$ cat src/psm_defs.vh
// constants of the power-saving mode controller
`ifndef PSM_DEFS_VH
`define PSM_DEFS_VH
// Function
// - slow-down runs whole clock at one eighth
// - idle stops cpu clock, peripherals keep running
// - power-down halts all, stops oscillator, keeps ram
// - mode selected through power_mode_control register
// - blocking pin high ignores every entry sequence
// - blocking pin low allows every mode
// - blocking pin changes live, watchdog untouched
// - power-down needs arm then go, consecutive
// - arm and go bits clear themselves
// - power-down left only by hardware reset
// - idle needs arm then go, consecutive
// - enabled interrupt ends idle, resumes after go
// - reset ends idle, two machine cycles suffice
// - strobes high in idle, low in power-down
// - port 0 and 2 per fetch source
// - idle keeps pins and alternate functions
// - power-down holds ports 1, 3 to 6
// - blocking pin high at reset starts watchdog

// register indices and byte addresses
`define PSM_POWER_MODE_CONTROL_IDX 12'h087
`define PSM_POWER_MODE_CONTROL_ADDR 12'h21c
`define PSM_STAT_ADDR 12'h220

// power_mode_control fields
`define PSM_SLEEP_ARM 0
`define PSM_PD_ARM 1
`define PSM_SLOW 4
`define PSM_SLEEP_GO 5
`define PSM_PD_GO 6

// status fields
`define PSM_ST_IDLE 0
`define PSM_ST_PD 1
`define PSM_ST_SLOW 2
`define PSM_ST_BLOCK 3
`define PSM_ST_WDT 4

// reset values
`define PSM_POWER_MODE_CONTROL_RST 8'h00
`define PSM_BLOCK_RST 1'b1
`define PSM_REG_W 8

// timing counts
`define PSM_SLOW_DIV 8
`define PSM_STRAP_WAIT 2'h3
`define PSM_MACH_CYC 12

// bus answers
`define PSM_RESP_OKAY 2'h0
`define PSM_RESP_SLVERR 2'h2
`endif

$ cat src/psm_ctrl.v
// power-saving mode controller with axi4-lite registers
`timescale 1ns/1ps
`include "psm_defs.vh"
module psm_ctrl #(
  parameter ADDR_W = 12,
  parameter IO_W = 40
) (
  input wire ref_clk_i,
  input wire reset_n_i,
  // axi4-lite slave
  input wire [ADDR_W-1:0] s_axi_awaddr_i,
  input wire s_axi_awvalid_i,
  output reg s_axi_awready_o,
  input wire [31:0] s_axi_wdata_i,
  input wire [3:0] s_axi_wstrb_i,
  input wire s_axi_wvalid_i,
  output reg s_axi_wready_o,
  output reg [1:0] s_axi_bresp_o,
  output reg s_axi_bvalid_o,
  input wire s_axi_bready_i,
  input wire [ADDR_W-1:0] s_axi_araddr_i,
  input wire s_axi_arvalid_i,
  output reg s_axi_arready_o,
  output reg [31:0] s_axi_rdata_o,
  output reg [1:0] s_axi_rresp_o,
  output reg s_axi_rvalid_o,
  input wire s_axi_rready_i,
  // core side
  input wire instr_step_i,
  input wire wake_irq_i,
  input wire ext_fetch_i,
  input wire ale_run_i,
  input wire program_store_strobe_run_i,
  input wire [7:0] p0_run_i,
  input wire p0_oe_n_run_i,
  input wire [7:0] p2_run_i,
  input wire [7:0] p2_latch_i,
  input wire [IO_W-1:0] io_run_i,
  // pins
  input wire save_block_pin_i,
  output reg ale_o,
  output reg program_store_strobe_o,
  output reg [7:0] p0_o,
  output reg p0_oe_n_o,
  output reg [7:0] p2_o,
  output reg [IO_W-1:0] io_o,
  // clock control
  output reg cpu_clk_en_o,
  output reg periph_clk_en_o,
  output reg osc_run_o,
  output reg wdt_autostart_o
);
  // ----------------------------------------------------------------
  // states
  // ----------------------------------------------------------------
  localparam [1:0] ST_RUN = 2'h0;
  localparam [1:0] ST_IDLE = 2'h1;
  localparam [1:0] ST_PD = 2'h2;

  reg [1:0] state_reg;
  reg [1:0] state_next;

  // ----------------------------------------------------------------
  // blocking pin synchroniser and strap capture
  // ----------------------------------------------------------------
  reg block_meta_reg;
  reg block_sync_reg;
  reg [1:0] strap_cnt_reg;

  // pullup default keeps modes blocked until the pin is seen
  always @(posedge ref_clk_i or negedge reset_n_i) begin
    if (!reset_n_i) begin
      block_meta_reg <= `PSM_BLOCK_RST;
      block_sync_reg <= `PSM_BLOCK_RST;
    end else begin
      block_meta_reg <= save_block_pin_i;
      block_sync_reg <= block_meta_reg;
    end
  end

  // pin level caught once after release, never again
  always @(posedge ref_clk_i or negedge reset_n_i) begin
    if (!reset_n_i) begin
      strap_cnt_reg <= 2'h0;
      wdt_autostart_o <= 1'b0;
    end else if (strap_cnt_reg != `PSM_STRAP_WAIT) begin
      strap_cnt_reg <= strap_cnt_reg + 2'h1;
      if (strap_cnt_reg == `PSM_STRAP_WAIT - 2'h1) begin
        wdt_autostart_o <= block_sync_reg;
      end
    end
  end

  // ----------------------------------------------------------------
  // axi4-lite write channel
  // ----------------------------------------------------------------
  reg aw_full_reg;
  reg w_full_reg;
  reg [ADDR_W-1:0] awaddr_reg;
  reg [7:0] wbyte_reg;
  reg wlane_reg;
  wire wr_fire;
  wire wr_hit_power_mode_control;
  wire wr_hit_stat;
  wire power_mode_control_wr;

  assign wr_fire = aw_full_reg && w_full_reg && !s_axi_bvalid_o;
  assign wr_hit_power_mode_control = {awaddr_reg[ADDR_W-1:2], 2'b00} == `PSM_POWER_MODE_CONTROL_ADDR;
  assign wr_hit_stat = {awaddr_reg[ADDR_W-1:2], 2'b00} == `PSM_STAT_ADDR;
  assign power_mode_control_wr = wr_fire && wr_hit_power_mode_control && wlane_reg;

  always @(posedge ref_clk_i or negedge reset_n_i) begin
    if (!reset_n_i) begin
      aw_full_reg <= 1'b0;
      w_full_reg <= 1'b0;
      awaddr_reg <= {ADDR_W{1'b0}};
      wbyte_reg <= 8'h00;
      wlane_reg <= 1'b0;
      s_axi_awready_o <= 1'b1;
      s_axi_wready_o <= 1'b1;
      s_axi_bvalid_o <= 1'b0;
      s_axi_bresp_o <= `PSM_RESP_OKAY;
    end else begin
      if (s_axi_awvalid_i && s_axi_awready_o) begin
        aw_full_reg <= 1'b1;
        awaddr_reg <= s_axi_awaddr_i;
        s_axi_awready_o <= 1'b0;
      end
      if (s_axi_wvalid_i && s_axi_wready_o) begin
        w_full_reg <= 1'b1;
        wbyte_reg <= s_axi_wdata_i[7:0];
        wlane_reg <= s_axi_wstrb_i[0];
        s_axi_wready_o <= 1'b0;
      end
      if (wr_fire) begin
        s_axi_bvalid_o <= 1'b1;
        if (wr_hit_power_mode_control || wr_hit_stat) begin
          s_axi_bresp_o <= `PSM_RESP_OKAY;
        end else begin
          s_axi_bresp_o <= `PSM_RESP_SLVERR;
        end
      end
      if (s_axi_bvalid_o && s_axi_bready_i) begin
        s_axi_bvalid_o <= 1'b0;
        aw_full_reg <= 1'b0;
        w_full_reg <= 1'b0;
        s_axi_awready_o <= 1'b1;
        s_axi_wready_o <= 1'b1;
      end
    end
  end

  // ----------------------------------------------------------------
  // power_mode_control and entry sequences
  // ----------------------------------------------------------------
  reg slow_reg;
  reg sleep_arm_reg;
  reg pd_arm_reg;
  reg sleep_go_reg;
  reg pd_go_reg;
  reg arm_age_reg;
  reg ext_reg;
  wire slow_active;
  wire arm_wr;
  wire sleep_arm_wr;
  wire pd_arm_wr;
  wire sleep_go_wr;
  wire pd_go_wr;

  // slow-down follows the pin live
  assign slow_active = slow_reg && !block_sync_reg;
  assign sleep_arm_wr = power_mode_control_wr && wbyte_reg[`PSM_SLEEP_ARM]
    && !wbyte_reg[`PSM_SLEEP_GO];
  assign pd_arm_wr = power_mode_control_wr && wbyte_reg[`PSM_PD_ARM]
    && !wbyte_reg[`PSM_PD_GO];
  assign arm_wr = sleep_arm_wr || pd_arm_wr;
  assign sleep_go_wr = power_mode_control_wr && wbyte_reg[`PSM_SLEEP_GO] && sleep_arm_reg;
  assign pd_go_wr = power_mode_control_wr && wbyte_reg[`PSM_PD_GO] && pd_arm_reg;

  always @(posedge ref_clk_i or negedge reset_n_i) begin
    if (!reset_n_i) begin
      slow_reg <= |(`PSM_POWER_MODE_CONTROL_RST & (8'h01 << `PSM_SLOW));
      sleep_arm_reg <= 1'b0;
      pd_arm_reg <= 1'b0;
      sleep_go_reg <= 1'b0;
      pd_go_reg <= 1'b0;
      arm_age_reg <= 1'b0;
    end else begin
      // go flags last one cycle only
      sleep_go_reg <= 1'b0;
      pd_go_reg <= 1'b0;
      if (power_mode_control_wr) begin
        slow_reg <= wbyte_reg[`PSM_SLOW];
      end
      if (block_sync_reg) begin
        sleep_arm_reg <= 1'b0;
        pd_arm_reg <= 1'b0;
      end else if (power_mode_control_wr) begin
        // any other write between arm and go spoils the arm
        sleep_arm_reg <= sleep_arm_wr;
        pd_arm_reg <= pd_arm_wr;
        sleep_go_reg <= sleep_go_wr;
        pd_go_reg <= pd_go_wr;
        arm_age_reg <= 1'b0;
      end else if (instr_step_i) begin
        // arm outlives its own instruction and no more
        if (arm_age_reg) begin
          sleep_arm_reg <= 1'b0;
          pd_arm_reg <= 1'b0;
        end
        arm_age_reg <= sleep_arm_reg || pd_arm_reg;
      end
    end
  end

  // ----------------------------------------------------------------
  // mode state machine
  // ----------------------------------------------------------------
  always @* begin
    case (state_reg)
      ST_RUN: begin
        if (block_sync_reg) begin
          state_next = ST_RUN;
        end else if (pd_go_wr) begin
          state_next = ST_PD;
        end else if (sleep_go_wr) begin
          state_next = ST_IDLE;
        end else begin
          state_next = ST_RUN;
        end
      end
      ST_IDLE: begin
        if (wake_irq_i) begin
          state_next = ST_RUN;
        end else begin
          state_next = ST_IDLE;
        end
      end
      ST_PD: begin
        state_next = ST_PD;
      end
      default: begin
        state_next = ST_RUN;
      end
    endcase
  end

  // reset ends any mode; oscillator never stops in idle
  always @(posedge ref_clk_i or negedge reset_n_i) begin
    if (!reset_n_i) begin
      state_reg <= ST_RUN;
      ext_reg <= 1'b0;
    end else begin
      state_reg <= state_next;
      if (state_reg == ST_RUN) begin
        ext_reg <= ext_fetch_i;
      end
    end
  end

  // ----------------------------------------------------------------
  // clock gating
  // ----------------------------------------------------------------
  wire tick;

  psm_slow_div #(
    .DIV(`PSM_SLOW_DIV)
  ) u_slow_div (
    .ref_clk_i(ref_clk_i),
    .reset_n_i(reset_n_i),
    .slow_i(slow_active),
    .tick_o(tick)
  );

  // cpu stops after the go write; peripherals keep going in idle
  always @(posedge ref_clk_i or negedge reset_n_i) begin
    if (!reset_n_i) begin
      cpu_clk_en_o <= 1'b1;
      periph_clk_en_o <= 1'b1;
      osc_run_o <= 1'b1;
    end else begin
      cpu_clk_en_o <= tick && state_next == ST_RUN;
      periph_clk_en_o <= tick && state_next != ST_PD;
      osc_run_o <= state_next != ST_PD;
    end
  end

  // ----------------------------------------------------------------
  // pin behaviour per mode
  // ----------------------------------------------------------------
  always @(posedge ref_clk_i or negedge reset_n_i) begin
    if (!reset_n_i) begin
      ale_o <= 1'b1;
      program_store_strobe_o <= 1'b1;
      p0_o <= 8'hff;
      p0_oe_n_o <= 1'b1;
      p2_o <= 8'hff;
      io_o <= {IO_W{1'b1}};
    end else begin
      case (state_next)
        ST_IDLE: begin
          ale_o <= 1'b1;
          program_store_strobe_o <= 1'b1;
          if (ext_reg) begin
            p0_oe_n_o <= 1'b1;
          end else begin
            p2_o <= p2_latch_i;
          end
          io_o <= io_run_i;
        end
        ST_PD: begin
          ale_o <= 1'b0;
          program_store_strobe_o <= 1'b0;
          p0_oe_n_o <= p0_oe_n_o | ext_reg;
          p2_o <= p2_latch_i;
          io_o <= io_o;
        end
        default: begin
          ale_o <= ale_run_i;
          program_store_strobe_o <= program_store_strobe_run_i;
          p0_o <= p0_run_i;
          p0_oe_n_o <= p0_oe_n_run_i;
          p2_o <= p2_run_i;
          io_o <= io_run_i;
        end
      endcase
    end
  end

  // ----------------------------------------------------------------
  // axi4-lite read channel
  // ----------------------------------------------------------------
  reg [31:0] rd_data;
  reg [1:0] rd_resp;
  wire [7:0] power_mode_control_view;
  wire [7:0] stat_view;

  assign power_mode_control_view = {1'b0, pd_go_reg, sleep_go_reg, slow_reg, 2'h0,
    pd_arm_reg, sleep_arm_reg};
  assign stat_view = {3'h0, wdt_autostart_o, block_sync_reg, slow_active,
    state_reg == ST_PD, state_reg == ST_IDLE};

  always @* begin
    rd_data = 32'h00000000;
    rd_resp = `PSM_RESP_OKAY;
    if ({s_axi_araddr_i[ADDR_W-1:2], 2'b00} == `PSM_POWER_MODE_CONTROL_ADDR) begin
      rd_data = {24'h000000, power_mode_control_view};
    end else if ({s_axi_araddr_i[ADDR_W-1:2], 2'b00} == `PSM_STAT_ADDR) begin
      rd_data = {24'h000000, stat_view};
    end else begin
      rd_resp = `PSM_RESP_SLVERR;
    end
  end

  always @(posedge ref_clk_i or negedge reset_n_i) begin
    if (!reset_n_i) begin
      s_axi_arready_o <= 1'b1;
      s_axi_rvalid_o <= 1'b0;
      s_axi_rdata_o <= 32'h00000000;
      s_axi_rresp_o <= `PSM_RESP_OKAY;
    end else begin
      if (s_axi_arvalid_i && s_axi_arready_o) begin
        s_axi_arready_o <= 1'b0;
        s_axi_rvalid_o <= 1'b1;
        s_axi_rdata_o <= rd_data;
        s_axi_rresp_o <= rd_resp;
      end
      if (s_axi_rvalid_o && s_axi_rready_i) begin
        s_axi_rvalid_o <= 1'b0;
        s_axi_arready_o <= 1'b1;
      end
    end
  end
endmodule // psm_ctrl

$ cat src/psm_slow_div.v
// clock-enable divider for slow-down operation
`timescale 1ns/1ps
`include "psm_defs.vh"
module psm_slow_div #(
  parameter DIV = `PSM_SLOW_DIV
) (
  input wire ref_clk_i,
  input wire reset_n_i,
  input wire slow_i,
  output reg tick_o
);
  reg [3:0] cnt_reg;
  reg [3:0] cnt_next;

  always @* begin
    cnt_next = cnt_reg + 4'h1;
    if (!slow_i || cnt_reg == DIV[3:0] - 4'h1) begin
      cnt_next = 4'h0;
    end
  end

  // one enable in DIV cycles while slow, else every cycle
  always @(posedge ref_clk_i or negedge reset_n_i) begin
    if (!reset_n_i) begin
      cnt_reg <= 4'h0;
      tick_o <= 1'b1;
    end else begin
      cnt_reg <= cnt_next;
      tick_o <= !slow_i || cnt_next == 4'h0;
    end
  end
endmodule // psm_slow_div

$ cat config.mk
export PLATFORM = sky130hd
export DESIGN_NAME = psm_ctrl
export DESIGN_NICKNAME = d
export VERILOG_FILES = /design/src/psm_ctrl.v /design/src/psm_slow_div.v
export VERILOG_INCLUDE_DIRS = /design/src
export SDC_FILE = /design/constraint.sdc
export NUM_CORES = 1
export LEC_CHECK = 0
export BUFFER_PORTS_ARGS = -buffer_cell sky130_fd_sc_hd__buf_2
export CORE_MARGIN = 4
export CORE_UTILIZATION = 40
export CTS_CLUSTER_DIAMETER = 40
export DETAILED_ROUTE_END_ITERATION = 6
export HOLD_SLACK_MARGIN = 0.03
export PLACE_DENSITY = 0.76
export SETUP_SLACK_MARGIN = 0.5
export SLEW_MARGIN = 10
export SYNTH_ARGS = -nofsm -noshare
export SYNTH_HDL_FRONTEND = slang
export SYNTH_HIERARCHICAL = 1
export SYNTH_SLANG_ARGS = --single-unit
export TNS_END_PERCENT = 20
$ cat constraint.sdc
create_clock -name ref_clk_i -period 2.3 [get_ports ref_clk_i]
set_clock_uncertainty 0.05 [all_clocks]
set_input_delay 0.23 -clock ref_clk_i [delete_from_list [all_inputs] [get_ports ref_clk_i]]
set_output_delay 0.23 -clock ref_clk_i [all_outputs]
set_load 0.05 [all_outputs]
Yosys cells after proc, flatten, opt, wreduce, memory -nomap -nowiden. Index checks and enable logic that the tools add are counted.

Bits in registers: 144. Latch bits: 0. Memory bits (writable): 0. ROM bits: 0. Input bits: 138. Output and inout bits: 104. Logic and storage cells: 140. Memories kept: 0.

$add $sub $neg: 2. $mul: 0. Div/mod/pow operators: 0. Order comparisons: 0. Eq/ne operators: 14. Shifts and indexed selects: 0. Multiplexer cells: 43. Bitwise gates (word level): 2. Reductions and logical operators: 43.

Operator list (number): $eq 10x8->1 const B (4); $mux 32 (1); $mux 1 (29); $logic_and 1x1->1 (20); $pmux 8 s2 (1); $mux 2 (5); $reduce_bool 2->1 (5); $mux 8 (1); $ne 2x2->1 const B (4); $eq 2x2->1 const B (3); $pmux 1 s2 (3); $pmux 2 s3 (1); $reduce_and 2->1 (3); $reduce_bool 3->1 (2); $logic_not 1->1 (5); $mux 5 (1); $add 4x1->4 const B (1); $eq 2x1->1 const B (2); $eq 4x3->1 const B (1); $logic_not 2->1 (2); $logic_not 4->1 (1); $logic_or 1x1->1 (4); $mux 4 (1); $add 2x1->2 const B (1); 3 further kinds (3).

Depth between registers and ports, before layout. Gate-level depths: netlist of the first run.

Depth in word-level cells: 12. Depth in mapped cells: 10. Depth with buffers taken out: 7.

By module. The synthesis of the first run kept the hierarchy.

Modules (own cells, without submodules): psm_ctrl (times used 1, cells an instance 348, area an instance 4672.0 um^2, sequential area each 2786.4 um^2); psm_slow_div (times used 1, cells an instance 21, area an instance 235.2 um^2, sequential area each 126.4 um^2).

Least setup slack after synthesis of the first run. OpenSTA, ideal clock, no wires.

Kind: register to register. Start: reg s_axi_bvalid_o. End: reg p2_o[5]. Library setup time: 79 ps. Arrival: 2229 ps. Required time: 2171 ps. Slack: -57 ps. Cell stages (with the launch flop): 11. Buffers on the path: 3. Period minus slack after synthesis: 2357 ps. Cell sequence: dfrtp_1 > and4b_1 > and4_4 > buf_6 > a21oi_1 > ha_1 > and2_1 > clkbuf_1 > buf_2 > nand2_1 > o21ai_0.

Longest elaborated chain between the ends: 12. Elaborated cells between the ends (all ways): 16. Those cells by class: eq/ne: 3; mux: 5; reduce/logical: 8.

RTL lines: from (decl) (line psm_ctrl.v:19) `output reg s_axi_bvalid_o,`; from (signal assigned) (line psm_ctrl.v:121) `s_axi_bvalid_o <= 1'b0;`; from (signal assigned) (line psm_ctrl.v:136) `s_axi_bvalid_o <= 1'b1;`; from (signal assigned) (line psm_ctrl.v:144) `s_axi_bvalid_o <= 1'b0;`; $logic_not 1->1 (*) (line psm_ctrl.v:107) `assign wr_fire = aw_full_reg && w_full_reg && !s_axi_bvalid_o;`; $logic_and 1x1->1 (*) (line psm_ctrl.v:107); $logic_and 1x1->1 (*) (2 in series) (line psm_ctrl.v:110) `assign power_mode_control_wr = wr_fire && wr_hit_power_mode_control && wlane_reg;`; $logic_and 1x1->1 (2 in series) (line psm_ctrl.v:177) `` assign sleep_go_wr = power_mode_control_wr && wbyte_reg[`PSM_SLEEP_GO] && sleep_arm_reg; ``; $mux 1 (line psm_ctrl.v:226) `end else if (sleep_go_wr) begin`; $mux 2 (*) (line psm_ctrl.v:224) `end else if (pd_go_wr) begin`; $mux 2 (*) (line psm_ctrl.v:222) `if (block_sync_reg) begin`; $pmux 2 s3 (*) (line psm_ctrl.v:220) `case (state_reg)`; $eq 2x2->1 or $eq 2x1->1 (tied branches) (line psm_ctrl.v:300) `case (state_next)`; $pmux 8 s2 or $ne 2x2->1 (tied branches); to (signal assigned) (line psm_ctrl.v:307) `p2_o <= p2_latch_i;`; to (signal assigned) (line psm_ctrl.v:315) `p2_o <= p2_latch_i;`; to (signal assigned) (line psm_ctrl.v:323) `p2_o <= p2_run_i;`; to (decl) (line psm_ctrl.v:45) `output reg [7:0] p2_o,`.

Mark *: on every way between the ends. The rest lies on a longest branch, timed or not. A chain may end at the register's enable or synchronous reset.

Worst setup path in the final report of the first run.
Start: reg awaddr_reg[7]. End: reg io_o[25].

Elaborated cells between the ends (all ways): 12. Those cells by class: eq/ne: 2; mux: 4; reduce/logical: 6.

RTL lines: from (decl) (line psm_ctrl.v:99) `reg [ADDR_W-1:0] awaddr_reg;`; from (signal assigned) (line psm_ctrl.v:116) `awaddr_reg <= {ADDR_W{1'b0}};`; from (signal assigned) (line psm_ctrl.v:126) `awaddr_reg <= s_axi_awaddr_i;`; $eq 10x8->1 (no source line); $logic_and 1x1->1 (2 in series) (line psm_ctrl.v:110); $logic_and 1x1->1 (2 in series) (line psm_ctrl.v:178) `` assign pd_go_wr = power_mode_control_wr && wbyte_reg[`PSM_PD_GO] && pd_arm_reg; ``; $mux 2 (line psm_ctrl.v:224); $mux 2 (line psm_ctrl.v:222); $pmux 2 s3 (line psm_ctrl.v:220); via state_next[1] (line psm_ctrl.v:61) `reg [1:0] state_next;`; $eq 2x2->1 (line psm_ctrl.v:300); to (signal assigned) (line psm_ctrl.v:298) `io_o <= {IO_W{1'b1}};`; to (signal assigned) (line psm_ctrl.v:309) `io_o <= io_run_i;`; to (signal assigned) (line psm_ctrl.v:316) `io_o <= io_o;`; to (decl) (line psm_ctrl.v:46) `output reg [IO_W-1:0] io_o,`.

The timed path passes the listed nets, and every way through them passes these cells.

==> results.yml, run 1 <==
drt:
  highest_layer: "met4"
  drt_iter0_drc: 191
  vias: 3803
  ant_nets: 0
  wl_met3_um: 918
  wl_met1_um: 4970
  drc: 0
  via_per_inst: 4.71
  drt-total-wl_um: 12700
  post_drt_wl_per_cell_um: 15.8
  dr_wl_met2_um: 6580
  dr.pass1.iters: 5
layout:
  stdcell_count: 808
  drive_above_1_share_pct: 57.8
  finalNetCount: 792
  area_growth_pct: 54.1
  diodes: 0
  largest_reg_flops: 40
sta:
  worst-slew-pin-transition_ps: 618
  hold_violations: 0
  timing.setup.tns_ps: 0
  setup_violations: 0
  relSlewSlack_pct: 58.8
  hold_slack_ps: 45.0
  period_share_pct: 94.5
  report.final.slew_viol_count: 0
  max_freq_ghz: 0.460
  period_needed_ps: 2170
  final.setup.worst_slack_ps: 126
  rsz0062_at_grt: "true"
yosys:
  syn_area_um2: 4910
  ys_ff_latch: 113
  synth_edf_count: 0
  ys_seq_area_share_pct: 59.4
  synth_area_per_cell_um2: 13.3
  synthCells: 369
  yosys_warnings: 6
  synth_cell_types: 47
  synth-main-ff-cell: "dfstp_2"
  async_flop_share_pct: 100
die:
  core_area_um2: 12000
  start_util_pct: 40.9
  die_x_um: 119
  num_io_pins: 242
  rows: 40
  die-height_um: 119
  dieArea_um2: 14100
place:
  post-place-ws_ps: 44.4
  place.gp.congestion: 0.758
  portBuffers: 180
  hpwl_um: 7880
  dp.cells: 689
pwr:
  p_leak_nw: 3.47
  ir_drop_v: 0.000488
  p_per_area_nw_per_um2: 826
  p_total_mw: 6.24
critical_path:
  path_buf_inv: 1
  cp_top_family: "simple AND/OR/NAND/NOR gates"
  crit_chain: "nor4b_4, and4_4, a21o_1, ha_4, clkbuf_16, mux2_2"
  critPathKind: "reg -> reg"
  crit_arrival_ps: 2450
  critPathMaxStageDelay_ps: 400
  cp-start-kind: "flop"
  crit_path_end_kind: "flop"
  cp_slowest_cell: "dfrtp_1"
  worst-path-max-fanout: 21
  cp.required_ps: 2580
clocking:
  htree_levels: 4
  clock_latency_ps: 410
  cts_tree: "built"
  clk_path_buf_depth: 2
  clock-root-buffer: "clkbuf_16"
  cts_sinks: 113
  clkSlewWorstSetupHoldPaths_ps: 50
  cts_inserted_buffers: 17
grt:
  grt_pass1_vias: 4042
  antenna_found_initial: 0
  grt_pass1_wl_um: 20000
  grt.total_usage_pct: 17.8
  gr-total-overflow: 0
  grt_max_degree: 114
run_status:
  status: "complete, no violations"
worst_hold_path:
  min_path_type: "in -> reg"
run:
  maxCapViolCount: 0
[worst min-delay path, stage by stage]
cell     delay (ps)
buf_2            70
mux2i_1          50
o21ai_1         110
[stage by stage]
stage	area (um2)	util (%)
2_1_floorplan	5090	-
3_5_place_dp	5960	49.6
6_report	7560	62.9
4_1_cts	7430	61.8
3_3_place_gp	5960	49.6
5_1_grt	7560	62.9
[metal layers]
layer	track usage, %	up-vias
li1	-	1795
met1	20.1	1819
met2	30.8	165
met3	6.41	24
met4	6.59	0
met5	0	-
[repair_timing]
item                       4_1_cts  5_1_grt
gates resized for setup          9        7
hold buffers                    76        0
pin swaps                        7        4
buffers inserted                 2        4
setup endpoints to repair       61       61
hold endpoints to repair       121        0
cloned                           2        3
[report_power, final]
group / switching [mW] / internal, mW
clock network: 0.921 / 1.67
logic: 0.699 / 0.466
registers: 0.179 / 2.31
[final timing paths]
check	start	endpoint	slack, ps	cells past startpoint
setup / recovery	awaddr_reg[7]	io_o[25]	130	6
hold / removal	p2_run_i[2]	p2_o[2]	40	3
setup reg to reg	awaddr_reg[7]	io_o[25]	130	6
hold reg to reg	block_meta_reg	block_sync_reg	310	0
max in group asynchronous	reset_n_i	s_axi_bvalid_o	1310	3
min in group asynchronous	reset_n_i	s_axi_rdata_o[4]	400	3
[synthesized netlist by cell type (2+ instances only)]
library cell	instances	area share (%)
dfstp_2	68	36
mux2_2	67	15
dfrtp_1	45	23
nand2_1	31	2.4
buf_4	27	4.1
o21ai_0	17	1.7
inv_1	12	0.92
mux2i_1	12	2.4
nor2_1	9	0.69
buf_2	8	0.82
a21oi_1	6	0.61
ha_1	6	1.5
and4b_1	4	0.82
o211ai_1	4	0.61
clkbuf_1	3	0.23
nand2b_1	3	0.38
nand3_1	3	0.31
nand4_1	3	0.38
nand4b_1	3	0.54
nor2b_1	3	0.38
nor3_1	3	0.31
a21o_1	2	0.31
a22o_1	2	0.36
a31oi_1	2	0.25
and2_1	2	0.25
nor4b_4	2	0.97
o22ai_1	2	0.25
[cell families after synthesis]
kind of cell	Yosys count	share of synthesized area, %
other	1	0.0764
AOI/OAI and AO/OA	40	4.97
adders and majority gates	6	1.53
DFF	113	59.4
xor gates and xnor gates	2	0.357
buffers and inverters	51	6.32
muxes	80	18.1
and+or+nand+nor	76	9.26
[placed cells by master (no fill, tap or decap), types with 4 or more instances in the layout]
master	count
a21oi_1	5
buf_4	7
clkinvlp_4	4
conb_1	27
nand2_1	31
inv_1	12
buf_2	179
dfrtp_1	44
dlygate4sd3_1	76
clkbuf_16	22
and4b_1	4
buf_12	5
mux2_4	11
o211ai_1	4
nor2_1	9
mux2i_1	11
o21ai_0	10
dfstp_2	68
mux2_2	57
o21ai_1	8
[cell type report]
type	instances	area, um2
Fill cell	876	4450
Sequential cell	113	2910
Timing Repair Buffer	273	1950
Multi-Input combinational cell	231	1860
Clock buffer	21	503
Tap cell	147	184
Clock inverter	11	98.8
Inverter	12	45.0
No activity file was read; power rests on OpenSTA's default activity.
==> run 2: changes to the inputs <==
--- a/config.mk
+++ b/config.mk
@@ -6,13 +6,14 @@
 export SDC_FILE = /design/constraint.sdc
 export NUM_CORES = 1
 export LEC_CHECK = 0
+export ABC_AREA = 1
 export BUFFER_PORTS_ARGS = -buffer_cell sky130_fd_sc_hd__buf_2
 export CORE_MARGIN = 4
 export CORE_UTILIZATION = 40
-export CTS_CLUSTER_DIAMETER = 40
 export DETAILED_ROUTE_END_ITERATION = 6
 export HOLD_SLACK_MARGIN = 0.03
 export PLACE_DENSITY = 0.76
+export REMOVE_ABC_BUFFERS = 1
 export SETUP_SLACK_MARGIN = 0.5
 export SLEW_MARGIN = 10
 export SYNTH_ARGS = -nofsm -noshare
==> run 2 against run 1 <==
Compared with the run above: setup slack improved by 210 ps; final area rose by 7.4%; combinational power rose by 31%; via count rose by 29%; sequential share of layout area fell by 2.7 points; register-to-register slack improved by 210 ps; first-iteration DRC count rose by 41%; non-clock buffer count rose by 36; critical endpoint is now io_o[3].
==> results.yml, run 2 <==
yosys:
  synthTopCellsByCount: "nand2_1, dfstp_2, dfrtp_1"
  syn_area_um2: 5040
  synth-main-ff-cell: "dfstp_2"
  synth_area_per_cell_um2: 8.67
  yosysMostFrequentCell: "nand2_1"
  synth_cell_types: 28
  synth_top_area_share_pct: 35.4
  ys_seq_area_share_pct: 57.7
  synth_area_leaders: "dfstp_2, dfrtp_1, nand2_1"
  async_flop_share_pct: 100
  synthCells: 582
  synth_edf_count: 0
  ys_ff_latch: 113
  yosys_warnings: 6
  synth_largest_area_cell: "dfstp_2"
pwr:
  p_leak_nw: 4.20
  p_per_area_nw_per_um2: 817
  ir_drop_v: 0.000651
layout:
  area_growth_pct: 60.9
  finalNetCount: 1036
  largest_reg_flops: 40
  stdcell_count: 1073
  mostFrequentLayoutCell: "nand2_1"
  drive_above_1_share_pct: 39.8
  layout_common_cells: "nand2_1, buf_2, dlygate4sd3_1"
critical_path:
  cp-start-kind: "flop"
  crit_arrival_ps: 2240
  worst-path-max-fanout: 5
  cp_common_cell: "nand2_1"
  crit_chain: "nor2_2, nand2_1, nor2_2, nand4_1, a21oi_2, ha_4, inv_6, buf_8, buf_12, nand2_1, nand2_1"
  critPathMaxStageDelay_ps: 390
  r2r_start: "awaddr_reg[10]"
  cp-endpoint: "io_o[3]"
  rrSetupSlack_ps: 340
  cp.required_ps: 2580
  cp-startpoint: "awaddr_reg[10]"
  cp_slowest_cell: "dfrtp_1"
  timing.rr.end: "io_o[3]"
  crit_path_end_kind: "flop"
  critPathKind: "reg -> reg"
  reg2regPathDepth: 11
drt:
  drt-total-wl_um: 15800
  via_per_inst: 4.58
  drt_iter0_drc: 269
  vias: 4917
  drc: 0
  post_drt_wl_per_cell_um: 14.7
  dr.pass1.iters: 4
  ant_nets: 0
die:
  die_x_um: 120
  dieArea_um2: 14500
  num_io_pins: 242
  die-height_um: 120
  rows: 40
  start_util_pct: 41.5
  core_area_um2: 12200
grt:
  met1_usage_pct: 23.7
  grt_pass1_wl_um: 23600
  gr-total-overflow: 0
  grt_use_met2_pct: 36.4
  grt.total_usage_pct: 20.5
  top_usage_layer: "met2"
  grt_max_degree: 46
  grt_pass1_vias: 4810
  grt_util_met3_pct: 5.71
  antenna_found_initial: 0
clocking:
  cts_tree: "built"
  clkSlewWorstSetupHoldPaths_ps: 50
  clock_latency_ps: 410
  cts_inserted_buffers: 17
  clock-root-buffer: "clkbuf_16"
  cts_sinks: 113
  htree_levels: 4
  clk_path_buf_depth: 2
place:
  portBuffers: 180
  dp.cells: 923
  place.gp.congestion: 0.783
  hpwl_um: 9020
sta:
  hold_violations: 0
  setup_violations: 0
  worst-slew-pin-transition_ps: 589
  report.final.slew_viol_count: 0
  rsz0062_at_grt: "true"
  max_freq_ghz: 0.510
  relSlewSlack_pct: 60.7
  hold_slack_ps: 58.5
  period_share_pct: 85.3
  period_needed_ps: 1960
  timing.setup.tns_ps: 0
run_status:
  status: "complete, no violations"
run:
  maxCapViolCount: 0
worst_hold_path:
  min_path_type: "in -> reg"
-- run 2: worst min-delay path by stage --
| stage | endpoint | depth (start not counted) | start | slack (ps) |
|---|---|---|---|---|
| global route | p0_oe_n_o | 3 | p0_oe_n_run_i | 70 |
| floorplan | arm_age_reg | 0 | reset_n_i | -120 |
| CTS | p0_oe_n_o | 3 | p0_oe_n_run_i | 80 |
| global placement | s_axi_rdata_o[2] | 1 | reset_n_i | 230 |
| detailed placement | s_axi_rdata_o[2] | 1 | reset_n_i | 230 |
| finish | p0_oe_n_o | 3 | p0_oe_n_run_i | 60 |
-- run 2: metrics by stage --
stage | total power, mW | area, um2 | setup slack [ps] | util, %
5_1_grt | 6.94 | 8120 | 237 | 66.7
4_1_cts | 6.58 | 7810 | 411 | 64.2
6_report | 6.63 | 8120 | 338 | 66.7
3_3_place_gp | 3.70 | 6100 | 237 | 50.1
3_5_place_dp | 3.72 | 6100 | 179 | 50.1
2_1_floorplan | 3.36 | 4860 | -1270 | -
-- run 2: layer usage --
metal  vias to the layer above  share of wire (%)  routed length [um]
met5                         -                  0                   0
met4                         0                1.9                 308
met3                        28                7.1                1120
met2                       199                 53                8310
met1                      2324                 38                6080
li1                       2366                  -                   -
-- run 2: cell type report --
cell class | count | area (um2)
fill | 888 | 4040
tap | 168 | 210
clock buffer | 25 | 485
multi-input combinational | 402 | 1880
antenna | 1 | 2.50
sequential | 113 | 2910
timing repair buffer | 309 | 2320
clock inverter | 6 | 105
inverter | 49 | 194
-- run 2: critical path: cells and delay by family (launching register included) --
| family | cells | cell delay, ps |
|---|---|---|
| and+or+nand+nor | 6 | 660 |
| adders and majority gates | 1 | 220 |
| buffers and inverters | 3 | 310 |
| AOI/OAI and AO/OA | 1 | 250 |
| DFF | 1 | 390 |
-- run 2: power by group --
group	total, mW	internal (mW)	switching, mW
clock network	2.63	1.78	0.850
registers	2.48	2.31	0.168
logic	1.52	0.518	1.01
-- run 2: cells by family (layout without fill, tap and decap cells) --
group | Yosys count | count (layout) | share of synthesized area (%)
flip-flops | 113 | 113 | 57.7
buffers and inverters | 93 | 389 | 9.20
AND/OR/NAND/NOR | 331 | 331 | 27.2
XOR/XNOR | 1 | 1 | 0.174
adder cells (fa/ha/maj) | 6 | 6 | 1.49
other | 1 | 28 | 0.0743
multiplexers | 1 | 1 | 0.223
AO/OA/AOI/OAI | 36 | 36 | 3.87
-- run 2: repair_timing --
item / in CTS / in global routing
hold endpoints to repair: 109 / 0
setup endpoints to repair: 61 / 61
pin swaps: 6 / 8
buffers inserted: 12 / 8
cloned: 0 / 7
gates resized for setup: 20 / 36
hold buffers: 91 / 0
==> run 3: changes to the inputs <==
--- a/config.mk
+++ b/config.mk
@@ -10,6 +10,7 @@
 export BUFFER_PORTS_ARGS = -buffer_cell sky130_fd_sc_hd__buf_2
 export CORE_MARGIN = 4
 export CORE_UTILIZATION = 40
+export CTS_BUF_LIST = sky130_fd_sc_hd__clkbuf_4 sky130_fd_sc_hd__clkbuf_8
 export DETAILED_ROUTE_END_ITERATION = 6
 export HOLD_SLACK_MARGIN = 0.03
 export PLACE_DENSITY = 0.76
==> run 3 against run 2 <==
Compared with the run above: global-route usage shrank 0.17 points; critical path type unchanged; sequential share of layout area grew 0.92 points; maximum frequency grew 1.8%.
==> results.yml, run 3 (same netlist as run 2, synthesis figures left out) <==
pwr:
  p_per_area_nw_per_um2: 753
  p_total_mw: 5.96
  p_leak_nw: 4.09
  ir_drop_v: 0.000718
layout:
  drive_above_1_share_pct: 39.3
  finalNetCount: 1032
  mostFrequentLayoutCell: "nand2_1"
  diodes: 0
  area_growth_pct: 56.9
  stdcell_count: 1068
  fill_cells: 922
  largest_reg_flops: 40
  fin_util_pct: 65.1
  layout_common_cells: "nand2_1, buf_2, dlygate4sd3_1"
clocking:
  cts_tree: "built"
  htree_levels: 4
  clock_latency_ps: 440
  clk_path_buf_depth: 2
  cts_inserted_buffers: 17
  clock-root-buffer: "clkbuf_8"
  cts_sinks: 113
  clkSlewWorstSetupHoldPaths_ps: 60
sta:
  period_needed_ps: 1930
  final.setup.worst_slack_ps: 372
  hold_violations: 0
  relSlewSlack_pct: 60.7
  rsz0062_at_grt: "true"
  worst-slew-pin-transition_ps: 590
  hold_slack_ps: 76.3
  report.final.slew_viol_count: 0
  setup_violations: 0
  max_freq_ghz: 0.519
  period_share_pct: 83.8
critical_path:
  worst-path-max-fanout: 11
  cp_top_family: "simple AND/OR/NAND/NOR gates"
  critPathKind: "reg -> reg"
  cp.required_ps: 2620
  crit_arrival_ps: 2250
  cp-start-kind: "flop"
  cp_slowest_cell: "dfrtp_1"
  critPathMaxStageDelay_ps: 390
  cp_common_cell: "nor2_2"
  crit_path_end_kind: "flop"
  crit_chain: "nor2_2, nand2_1, nor2_2, nand4_1, nor2_1, nor2_2, ha_4, buf_12, nand2_1, a31oi_2"
  path_buf_inv: 1
drt:
  vias: 4915
  drc: 0
  dr.pass1.iters: 7
  drt-total-wl_um: 15600
  drt_iter0_drc: 358
  via_per_inst: 4.60
  ant_nets: 0
  post_drt_wl_per_cell_um: 14.6
grt:
  antenna_found_initial: 0
  grt_pass1_vias: 4742
  grt.total_usage_pct: 20.3
  gr-total-overflow: 0
  grt_pass1_wl_um: 23200
  grt_max_degree: 46
worst_hold_path:
  min_path_type: "in -> reg"
die:
  die-height_um: 120
  core_area_um2: 12200
  rows: 40
  start_util_pct: 41.5
  num_io_pins: 242
  dieArea_um2: 14500
  die_x_um: 120
place:
  post-place-ws_ps: 179
  place.gp.congestion: 0.783
  portBuffers: 180
  hpwl_um: 9020
  dp.cells: 923
run:
  maxCapViolCount: 0
run_status:
  status: "complete, no violations"
## run 3: where the power goes
group          internal (mW)  switching, mW
Clock                   1.21          0.769
Combinational          0.515          0.992
Sequential              2.31          0.166
## run 3: path summary, 6_finish.rpt
path	startpoint	to	slack [ps]	cells after the start
worst max-delay path	awaddr_reg[10]	p2_o[1]	370	10
worst min-delay path	instr_step_i	pd_arm_reg	80	4
worst max register to register	awaddr_reg[10]	p2_o[1]	370	10
worst min register to register	block_meta_reg	block_sync_reg	310	0
max in group asynchronous	reset_n_i	p0_o[4]	1230	3
min in group asynchronous	reset_n_i	s_axi_rdata_o[2]	300	2
## run 3: worst reg2reg max path: cells and delay by family, from the launching register on
family                   cells  cell delay [ps]
AND/OR/NAND/NOR              7              790
flip-flops                   1              390
adder cells (fa/ha/maj)      1              320
AO/OA/AOI/OAI                1              170
buffers and inverters        1              150
## run 3: per-layer routing
layer	wire length, um	vias up	global-route usage (%)
li1	-	2357	-
met1	6100	2318	23.5
met2	7950	205	35.1
met3	1190	35	7.16
met4	334	0	7.01
met5	0	-	0
## run 3: timing repair
| item | in CTS | in global routing |
|---|---|---|
| hold buffers | 94 | 0 |
| cloned | 0 | 6 |
| setup endpoints to repair | 61 | 61 |
| setup buffers | 10 | 4 |
| pin swaps | 7 | 7 |
| gates resized for setup | 25 | 24 |
| hold endpoints to repair | 112 | 0 |
## run 3: final cells by class
| class | instances | area [um2] | share of cell area [%] |
|---|---|---|---|
| Sequential cell | 113 | 2910 | 36.8 |
| Timing Repair Buffer | 305 | 2300 | 29.1 |
| Multi-Input combinational cell | 402 | 1880 | 23.7 |
| Clock buffer | 25 | 313 | 3.95 |
| Tap cell | 168 | 210 | 2.66 |
| Inverter | 49 | 194 | 2.45 |
| Clock inverter | 6 | 105 | 1.33 |
## run 3: through the flow
| stage | setup TNS (ps) | cell area (um2) |
|---|---|---|
| 6_report | 0 | 7910 |
| 5_1_grt | 0 | 7910 |
| 4_1_cts | 0 | 7670 |
| 3_5_place_dp | 0 | 6100 |
| 3_3_place_gp | 0 | 6100 |
| 2_1_floorplan | -44330 | 4860 |
